**config.mk**
```make
export PLATFORM = sky130hd
export DESIGN_NAME = pps_top
export DESIGN_NICKNAME = d
export VERILOG_FILES = /design/src/pps_pkg.sv /design/src/pps_edge.sv /design/src/pps_top.sv
export VERILOG_INCLUDE_DIRS = /design/src
export SDC_FILE = /design/constraint.sdc
export NUM_CORES = 1
export LEC_CHECK = 0
export BUFFER_PORTS_ARGS = -buffer_cell sky130_fd_sc_hd__buf_2
export CAP_MARGIN = 20
export CORE_MARGIN = 3
export CORE_UTILIZATION = 45
export CTS_BUF_LIST = sky130_fd_sc_hd__clkbuf_16
export DETAILED_ROUTE_END_ITERATION = 6
export SYNTH_ARGS = -nofsm -noshare
export SYNTH_HDL_FRONTEND = slang
export SYNTH_SLANG_ARGS = --single-unit
```
**constraint.sdc**
```tcl
create_clock -name clk -period 11.98 [get_ports clk]
set_clock_uncertainty 0.1 [all_clocks]
set_input_delay 2.396 -clock clk [delete_from_list [all_inputs] [get_ports clk]]
set_output_delay 2.396 -clock clk [all_outputs]
set_load 0.1 [all_outputs]
```
**src/pps_cfg.svh**
```systemverilog
`ifndef PPS_CFG_SVH
`define PPS_CFG_SVH

// Clock and timebase
`define PPS_CLK_NS        25
`define PPS_TICK_NS       100000
`define PPS_TICK_CYC      (`PPS_TICK_NS / `PPS_CLK_NS)

// Speed timing, times in microseconds
`define PPS_GATE0_US      800
`define PPS_GATE0_TICKS   ((`PPS_GATE0_US * 1000) / `PPS_TICK_NS)
`define PPS_ROT_UPD_US    117200
`define PPS_ROT_TICKS     ((`PPS_ROT_UPD_US * 1000) / `PPS_TICK_NS)
`define PPS_ROT_WIN_US    234400
`define PPS_ROT_LAG       (`PPS_ROT_WIN_US / `PPS_ROT_UPD_US)
`define PPS_TRV_UPD_US    200000
`define PPS_TRV_TICKS     ((`PPS_TRV_UPD_US * 1000) / `PPS_TICK_NS)
`define PPS_TRV_WIN_US    1000000
`define PPS_TRV_LAG       (`PPS_TRV_WIN_US / `PPS_TRV_UPD_US)
`define PPS_HIST_DEPTH    5

// Rotation scaling: counts over the window times NUM, shifted right
`define PPS_RPM_NUM       48'h1
`define PPS_RPM_SHIFT     4

// Codes
`define PPS_ERR_SENSOR    8'h16
`define PPS_CODE_ROT      16'h0007
`define PPS_CODE_TRV      16'h0008
`define PPS_CODE_GMAX     16'h0006

// Word addresses
`define PPS_A_INSTAT      10'h006
`define PPS_A_SPD_L       10'h29c
`define PPS_A_SPD_H       10'h29d
`define PPS_A_HSC_L       10'h29e
`define PPS_A_HSC_H       10'h29f
`define PPS_A_HRW_L       10'h2a0
`define PPS_A_HRW_H       10'h2a1
`define PPS_A_PV1_L       10'h2b2
`define PPS_A_PV1_H       10'h2b3
`define PPS_A_PV2_L       10'h2b4
`define PPS_A_PV2_H       10'h2b5
`define PPS_A_MODE        10'h2ec
`define PPS_A_GATE        10'h2ed
`define PPS_A_SAMP        10'h2ee

// Reset values
`define PPS_RST_MODE      16'h0000
`define PPS_RST_GATE      16'h0000
`define PPS_RST_SAMP      16'h0000
`define PPS_RST_PV        32'h0000_0000

`endif

```
**src/pps_pkg.sv**
```systemverilog
package pps_pkg;
  typedef enum logic [1:0] {
    PPS_MODE_OFF,
    PPS_MODE_PARAM,
    PPS_MODE_BUF,
    PPS_MODE_SEQ
  } pps_mode_t;

  typedef enum logic [1:0] {
    PPS_KIND_GATE,
    PPS_KIND_ROT,
    PPS_KIND_TRV,
    PPS_KIND_NONE
  } pps_kind_t;
endpackage

```
**src/pps_edge.sv**
```systemverilog
`timescale 1ns/1ps
module pps_edge (
  input  wire logic clk,
  input  wire logic reset,
  input  wire logic pin,
  output logic      level,
  output logic      rise
);
  logic       sync1_reg;
  logic       sync2_reg;
  logic       prev_reg;
  logic [1:0] prime_reg;

  always_ff @(posedge clk) begin
    if (reset) begin
      sync1_reg <= 1'b0;
      sync2_reg <= 1'b0;
      prev_reg  <= 1'b0;
      prime_reg <= 2'h0;
    end else begin
      sync1_reg <= pin;
      sync2_reg <= sync1_reg;
      prev_reg  <= sync2_reg;
      if (prime_reg != 2'h3) begin
        prime_reg <= prime_reg + 2'h1;
      end
    end
  end

  // A level already high when the pipe fills gives no edge
  assign level = sync2_reg;
  assign rise  = (prime_reg == 2'h3) && sync2_reg && !prev_reg;
endmodule

```
**src/pps_top.sv**
```systemverilog
`timescale 1ns/1ps
`include "pps_cfg.svh"
module pps_top (
  input  wire logic        clk,
  input  wire logic        reset,
  input  wire logic        preset_in1_pin,
  input  wire logic        preset_in2_pin,
  input  wire logic        online_request,
  input  wire logic        preset_block_one_or_command,
  input  wire logic        preset_block_two,
  input  wire logic [7:0]  sensor_error_code,
  input  wire logic        sensor_dir_pos,
  input  wire logic [31:0] scaled_pos,
  input  wire logic [31:0] raw_pos,
  input  wire logic [31:0] param_preset1,
  input  wire logic [31:0] param_preset2,
  input  wire logic [9:0]  host_addr,
  input  wire logic [15:0] host_wdata,
  input  wire logic        host_buffer_write,
  input  wire logic        host_rd,
  output logic      [15:0] host_rdata,
  output logic             online_flag,
  output logic             pos_load,
  output logic      [31:0] pos_load_value
);
  localparam int TICK_MAX = `PPS_TICK_CYC - 1;

  logic        lvl1;
  logic        lvl2;
  logic        rise1;
  logic        rise2;
  logic [15:0] mode_reg;
  logic [15:0] gate_reg;
  logic [15:0] samp_reg;
  logic [31:0] pv1_reg;
  logic [31:0] pv2_reg;
  logic        online_reg;
  logic        cmd_prev_reg;
  logic        load_reg;
  logic [31:0] load_val_reg;
  logic [31:0] hold_sc_reg;
  logic [31:0] hold_raw_reg;
  logic [31:0] spd_reg;
  logic [15:0] shadow_spd_reg;
  logic [15:0] shadow_sc_reg;
  logic [15:0] shadow_raw_reg;
  logic [15:0] rdata_reg;
  logic [11:0] tick_cnt_reg;
  logic        tick_reg;
  logic [10:0] per_cnt_reg;
  logic        sample_reg;
  logic [31:0] hist_reg [`PPS_HIST_DEPTH];

  pps_edge u_in1 (
    .clk   (clk),
    .reset (reset),
    .pin   (preset_in1_pin),
    .level (lvl1),
    .rise  (rise1)
  );

  pps_edge u_in2 (
    .clk   (clk),
    .reset (reset),
    .pin   (preset_in2_pin),
    .level (lvl2),
    .rise  (rise2)
  );

  // Preset qualification
  pps_pkg::pps_mode_t mode;
  logic               mode_ok;
  logic               preset_ok;
  logic               cmd_rise;
  logic               ext1;
  logic               ext2;

  always_comb begin
    mode    = pps_pkg::pps_mode_t'(mode_reg[1:0]);
    mode_ok = (mode_reg[15:2] == 14'h0) && (mode != pps_pkg::PPS_MODE_OFF);
    preset_ok = mode_ok && online_reg
      && (sensor_error_code != `PPS_ERR_SENSOR);
    cmd_rise = preset_block_one_or_command && !cmd_prev_reg;
    ext1 = rise1 && !preset_block_one_or_command;
    ext2 = rise2 && !preset_block_two && !rise1;
  end

  always_ff @(posedge clk) begin
    if (reset) begin
      online_reg <= 1'b0;
    end else begin
      online_reg <= online_request;
    end
  end

  always_ff @(posedge clk) begin
    if (reset) begin
      cmd_prev_reg <= 1'b0;
    end else begin
      cmd_prev_reg <= preset_block_one_or_command;
    end
  end

  // Load issues one cycle after the edge, far inside the response limits
  always_ff @(posedge clk) begin
    if (reset) begin
      load_reg     <= 1'b0;
      load_val_reg <= 32'h0;
    end else begin
      load_reg <= 1'b0;
      if (preset_ok) begin
        case (mode)
          pps_pkg::PPS_MODE_SEQ: begin
            if (cmd_rise) begin
              load_reg     <= 1'b1;
              load_val_reg <= pv1_reg;
            end
          end
          pps_pkg::PPS_MODE_PARAM,
          pps_pkg::PPS_MODE_BUF: begin
            if (ext1) begin
              load_reg     <= 1'b1;
              load_val_reg <= (mode == pps_pkg::PPS_MODE_PARAM) ? param_preset1 : pv1_reg;
            end else if (ext2) begin
              load_reg     <= 1'b1;
              load_val_reg <= (mode == pps_pkg::PPS_MODE_PARAM) ? param_preset2 : pv2_reg;
            end
          end
          default: begin
            load_reg <= 1'b0;
          end
        endcase
      end
    end
  end

  // Hold samples the inputs in the edge cycle, before any load lands
  always_ff @(posedge clk) begin
    if (reset) begin
      hold_sc_reg  <= 32'h0;
      hold_raw_reg <= 32'h0;
    end else if (rise1 || rise2) begin
      hold_sc_reg  <= scaled_pos;
      hold_raw_reg <= raw_pos;
    end
  end

  // Register writes
  always_ff @(posedge clk) begin
    if (reset) begin
      mode_reg <= `PPS_RST_MODE;
      gate_reg <= `PPS_RST_GATE;
      samp_reg <= `PPS_RST_SAMP;
      pv1_reg  <= `PPS_RST_PV;
      pv2_reg  <= `PPS_RST_PV;
    end else if (host_buffer_write) begin
      case (host_addr)
        `PPS_A_MODE:  mode_reg <= host_wdata;
        `PPS_A_GATE:  gate_reg <= host_wdata;
        `PPS_A_SAMP:  samp_reg <= host_wdata;
        // New values apply at once; the host still keeps its settle time
        `PPS_A_PV1_L: pv1_reg[15:0]  <= host_wdata;
        `PPS_A_PV1_H: pv1_reg[31:16] <= host_wdata;
        `PPS_A_PV2_L: pv2_reg[15:0]  <= host_wdata;
        `PPS_A_PV2_H: pv2_reg[31:16] <= host_wdata;
        default: begin
          mode_reg <= mode_reg;
        end
      endcase
    end
  end

  // Reads; a speed or hold low-word read freezes its high word for the next read
  always_ff @(posedge clk) begin
    if (reset) begin
      rdata_reg      <= 16'h0;
      shadow_spd_reg <= 16'h0;
      shadow_sc_reg  <= 16'h0;
      shadow_raw_reg <= 16'h0;
    end else if (host_rd) begin
      case (host_addr)
        `PPS_A_INSTAT: rdata_reg <= {14'h0, lvl2, lvl1};
        `PPS_A_SPD_L: begin
          rdata_reg      <= spd_reg[15:0];
          shadow_spd_reg <= spd_reg[31:16];
        end
        `PPS_A_SPD_H:  rdata_reg <= shadow_spd_reg;
        `PPS_A_HSC_L: begin
          rdata_reg     <= hold_sc_reg[15:0];
          shadow_sc_reg <= hold_sc_reg[31:16];
        end
        `PPS_A_HSC_H:  rdata_reg <= shadow_sc_reg;
        `PPS_A_HRW_L: begin
          rdata_reg      <= hold_raw_reg[15:0];
          shadow_raw_reg <= hold_raw_reg[31:16];
        end
        `PPS_A_HRW_H:  rdata_reg <= shadow_raw_reg;
        `PPS_A_PV1_L:  rdata_reg <= pv1_reg[15:0];
        `PPS_A_PV1_H:  rdata_reg <= pv1_reg[31:16];
        `PPS_A_PV2_L:  rdata_reg <= pv2_reg[15:0];
        `PPS_A_PV2_H:  rdata_reg <= pv2_reg[31:16];
        `PPS_A_MODE:   rdata_reg <= mode_reg;
        `PPS_A_GATE:   rdata_reg <= gate_reg;
        `PPS_A_SAMP:   rdata_reg <= samp_reg;
        default:       rdata_reg <= 16'h0;
      endcase
    end
  end

  // Speed kind and sample period in 0.1 ms ticks
  pps_pkg::pps_kind_t kind;
  logic [10:0]        samp_per;
  logic [2:0]         lag_idx;
  logic [1:0]         samp_sh;

  always_comb begin
    samp_sh  = (samp_reg > 16'h2) ? 2'h0 : samp_reg[1:0];
    kind     = pps_pkg::PPS_KIND_NONE;
    samp_per = 11'(`PPS_TRV_TICKS);
    lag_idx  = 3'h0;
    if (gate_reg <= `PPS_CODE_GMAX) begin
      kind     = pps_pkg::PPS_KIND_GATE;
      samp_per = 11'((`PPS_GATE0_TICKS << gate_reg[2:0]) >> samp_sh);
      lag_idx  = 3'((1 << samp_sh) - 1);
    end else if (gate_reg == `PPS_CODE_ROT) begin
      kind     = pps_pkg::PPS_KIND_ROT;
      samp_per = 11'(`PPS_ROT_TICKS);
      lag_idx  = 3'(`PPS_ROT_LAG - 1);
    end else if (gate_reg == `PPS_CODE_TRV) begin
      kind     = pps_pkg::PPS_KIND_TRV;
      samp_per = 11'(`PPS_TRV_TICKS);
      lag_idx  = 3'(`PPS_TRV_LAG - 1);
    end
  end

  always_ff @(posedge clk) begin
    if (reset) begin
      tick_cnt_reg <= 12'h0;
      tick_reg     <= 1'b0;
    end else if (tick_cnt_reg == 12'(TICK_MAX)) begin
      tick_cnt_reg <= 12'h0;
      tick_reg     <= 1'b1;
    end else begin
      tick_cnt_reg <= tick_cnt_reg + 12'h1;
      tick_reg     <= 1'b0;
    end
  end

  always_ff @(posedge clk) begin
    if (reset) begin
      per_cnt_reg <= 11'h0;
      sample_reg  <= 1'b0;
    end else begin
      sample_reg <= 1'b0;
      if (tick_reg) begin
        if (per_cnt_reg >= samp_per - 11'h1) begin
          per_cnt_reg <= 11'h0;
          sample_reg  <= 1'b1;
        end else begin
          per_cnt_reg <= per_cnt_reg + 11'h1;
        end
      end
    end
  end

  // Change over the window against the sample lag_idx+1 steps back
  logic [31:0]        cur;
  logic signed [31:0] diff;
  logic signed [47:0] sdiff;
  logic signed [47:0] scaled;
  logic [31:0]        mag32;
  logic [47:0]        mag48;
  logic [15:0]        sat_s;
  logic [15:0]        sat_u;

  always_comb begin
    cur   = (kind == pps_pkg::PPS_KIND_TRV) ? scaled_pos : raw_pos;
    diff  = $signed(cur - hist_reg[lag_idx]);
    mag32 = diff[31] ? 32'(-diff) : 32'(diff);
    sdiff = sensor_dir_pos ? 48'(diff) : -48'(diff);
    if (kind == pps_pkg::PPS_KIND_ROT) begin
      scaled = (sdiff * $signed(`PPS_RPM_NUM)) >>> `PPS_RPM_SHIFT;
    end else begin
      scaled = sdiff;
    end
    mag48 = scaled[47] ? 48'(-scaled) : 48'(scaled);
    if (scaled > 48'sd32767) begin
      sat_s = 16'h7fff;
    end else if (scaled < -48'sd32768) begin
      sat_s = 16'h8000;
    end else begin
      sat_s = scaled[15:0];
    end
    sat_u = (mag48 > 48'hffff) ? 16'hffff : mag48[15:0];
  end

  always_ff @(posedge clk) begin
    if (reset) begin
      for (int i = 0; i < `PPS_HIST_DEPTH; i++) begin
        hist_reg[i] <= 32'h0;
      end
    end else if (sample_reg) begin
      hist_reg[0] <= cur;
      for (int i = 1; i < `PPS_HIST_DEPTH; i++) begin
        hist_reg[i] <= hist_reg[i-1];
      end
    end
  end

  // Whole word updates at once, so a pair read never mixes samples
  always_ff @(posedge clk) begin
    if (reset) begin
      spd_reg <= 32'h0;
    end else if (sample_reg) begin
      case (kind)
        pps_pkg::PPS_KIND_GATE: spd_reg <= mag32;
        pps_pkg::PPS_KIND_ROT,
        pps_pkg::PPS_KIND_TRV:  spd_reg <= {sat_u, sat_s};
        default:                spd_reg <= spd_reg;
      endcase
    end
  end

  assign host_rdata     = rdata_reg;
  assign online_flag    = online_reg;
  assign pos_load       = load_reg;
  assign pos_load_value = load_val_reg;
endmodule

```
==> run_results.csv <==
group,metric,value,unit
final_layout,instances_no_fill,4438,
sta,fmax,95.29,MHz
final_layout,layout.nets,3785,
flow_run,cap_violations,0,
synthesis,yosys_warnings,0,
setup_path,worst-path-stages,26,
clock_tree,cts_made_buffers,54,
floorplanning,die-area,66730,um^2
floorplanning,die_x,258.3,um
setup_path,critPathMaxFanout,35,
setup_path,cpMostUsedCell,"or4b_1",
floorplanning,start_util,45.92,%
setup_path,crit_arrival,10870,ps
clock_tree,cts_setup_buffers,0,
detailed_routing,drc,3,
detailed_routing,drt_iter0_markers,3194,
clock_tree,clock-sinks,502,
synthesis,synth-edff-count,160,
worst_hold_path,hold_path_class,"register to register",
sta,relSlewSlack,28.85,%
sta,fin_crit_sh,87.59,%
floorplanning,num_rows,91,
setup_path,cpMaxStageDelayCell,"xnor2_1",
setup_path,critPathTopFamily,"simple AND/OR/NAND/NOR gates",
setup_path,r2r_end,"spd_reg[18]",
sta,whs,353.8,ps
power_and_ir_drop,p_per_area,131.3,nW/um^2
status,status,"complete, but fails checks",
final_layout,syn_to_final_growth,12.43,%
setup_path,start_kind,"register",
sta,hold_viol,0,
sta,fin_crit,10490,ps
setup_path,setup.worst_path.end,"spd_reg[18]",
floorplanning,io_pins,222,
final_layout,final_common_cell,"nand2_1",
clock_tree,path_clk_slew,60,ps
detailed_routing,num_vias,27508,
setup_path,rr_worst_depth,26,
sta,rsz0062_at_grt,"no",
clock_tree,cts_tree,"yes",
global_route,grt_pass1_wl,160000,um
setup_path,startpoint,"gate_reg[10]",
detailed_routing,ant_nets,0,
synthesis,syn_area_per_cell,8.269,um^2
place,post-dp-hpwl,77990,um
sta,worst_pin_slew,1060,ps
global_route,antenna_found_initial,5,
global_route,grt_max_degree,110,
sta,report.final.slew_viol_count,0,
place,gp_congestion,0.9474,
clock_tree,ctsResizeCount,0,
final_layout,largest_register_ffs,160,
synthesis,seq_area_frac_synth,40.67,%
clock_tree,htreeDepth,2,
floorplanning,core_area,62390,um^2
clock_tree,hold_buffers,0,
setup_path,cp-end-kind,"register",
detailed_routing,drt-wirelength-per-cell,24.08,um
final_layout,drive_above_1_share,13.53,%
place,dp_cells,4334,
setup_path,worstSetupPathType,"register to register",
place,portBuffers,221,
detailed_routing,first_pass_iters,7,
synthesis,ys_types,109,
global_route,grt_pass1_vias,25715,
power_and_ir_drop,finalPower,0.004228,W
clock_tree,clk_latency,650,ps
setup_path,max_stage_delay,830,ps
synthesis,ys_ff_latch,502,
clock_tree,clk_path_buf_depth,3,
setup_path,r2r_slack,1490,ps
synthesis,synth_flop_cell,"dfxtp_1",
clock_tree,clock-root-buffer,"clkbuf_16",
synthesis,syn-cell-area,28650,um^2
floorplanning,die_h,258.3,um
setup_path,r2r-start,"gate_reg[10]",
synthesis,syn-instance-count,3465,
global_route,gr-total-overflow,0,
power_and_ir_drop,ir_drop,0.0001013,V
sta,finalSetupViolCount,0,
status,violations,"DRC",
synthesis,async_reset_ff_share,0,%
detailed_routing,viasPerCell,6.198,
sta,final.setup.tns,0,ps
setup_path,cp_data_required_time,12360,ps
power_and_ir_drop,p_leak,11.45,nW
final_layout,final_cell_mix,"626 x nand2_1, 392 x a21oi_1, 342 x dfxtp_1",
setup_path,worst-path-buf-inv,2,
detailed_routing,routed_wl,106900,um
global_route,track_usage,30.86,%
==> worst min-delay path by stage <==
stage | end | from | slack [ps] | cells past startpoint
global route | hold_sc_reg[19] | hold_sc_reg[19] | 360 | 2
finish | hold_raw_reg[16] | hold_raw_reg[16] | 350 | 2
floorplan | u_in1.level | u_in1.sync1_reg | 310 | 1
CTS | hold_sc_reg[19] | hold_sc_reg[19] | 350 | 2
detailed placement | u_in2.level | u_in2.sync1_reg | 340 | 1
global placement | u_in2.level | u_in2.sync1_reg | 340 | 1
==> metrics by stage <==
stage	setup WS [ps]	cell area [um^2]	util (%)
detailed placement	1777	30360	48.66
CTS	1683	32200	51.60
global placement	1943	30360	48.66
finish	1486	32210	51.63
floorplan	3252	28660	-
global route	1060	32210	51.62
==> where the power goes <==
group / leakage (nW) / switching, W / total [W] / internal, W
Clock: 0.960 / 0.000732 / 0.00174 / 0.00101
Sequential: 4.37 / 0.0000157 / 0.00180 / 0.00178
Combinational: 6.12 / 0.000464 / 0.000691 / 0.000228
Total: 11.4 / 0.00121 / 0.00423 / 0.00302
==> per-layer routing <==
metal	vias up	part of all wire [%]	GRT usage [%]	wire length [um]
met5	-	0.022	0	23
met4	4	4.1	12.17	4422
met2	1273	47	50.64	49810
met1	13290	41	41.39	44210
li1	12726	-	-	-
met3	215	7.9	4.036	8420
==> area by class of cell <==
type | count | area (um^2)
sequential | 502 | 11650
clock inverter | 47 | 460.4
inverter | 24 | 90.09
fill | 6066 | 30180
multi-input combinational | 2698 | 16070
tap | 837 | 1047
clock buffer | 55 | 1376
antenna | 1 | 2.502
timing repair buffer | 274 | 1518
==> cells in the mapped netlist, types with 56 or more instances <==
| library cell | number | area, um^2 |
|---|---|---|
| o21ai_0 | 120 | 600.6 |
| nand2_1 | 627 | 2354 |
| nor2_1 | 286 | 1074 |
| a21oi_1 | 392 | 1962 |
| mux2_2 | 63 | 709.4 |
| clkbuf_1 | 217 | 814.5 |
| nor3_1 | 66 | 330.3 |
| and2_1 | 180 | 1126 |
| dfxtp_1 | 342 | 6847 |
| nand3_1 | 77 | 385.4 |
| edfxtp_1 | 160 | 4805 |
| a22oi_1 | 56 | 420.4 |
| ha_1 | 58 | 725.7 |
==> cell families after synthesis <==
| kind of cell | synth area share [%] |
|---|---|
| flops | 40.67 |
| compound gates | 21.29 |
| xor+xnor | 2.568 |
| other cells | 0.01309 |
| simple gates | 26.25 |
| mux | 3.022 |
| buf+inv | 3.585 |
| fa+ha+maj | 2.603 |
==> worst reg2reg max path: cells and delay by family, from the launching register on <==
kind	cells	cell delay [ps]
AO/OA/AOI/OAI	6	1340
XOR/XNOR	1	830
adder cells (fa/ha/maj)	3	1080
buffers and inverters	2	500
flip-flops	1	320
multiplexers	2	730
AND/OR/NAND/NOR	12	5420
Power figures use the tool's default switching activity.
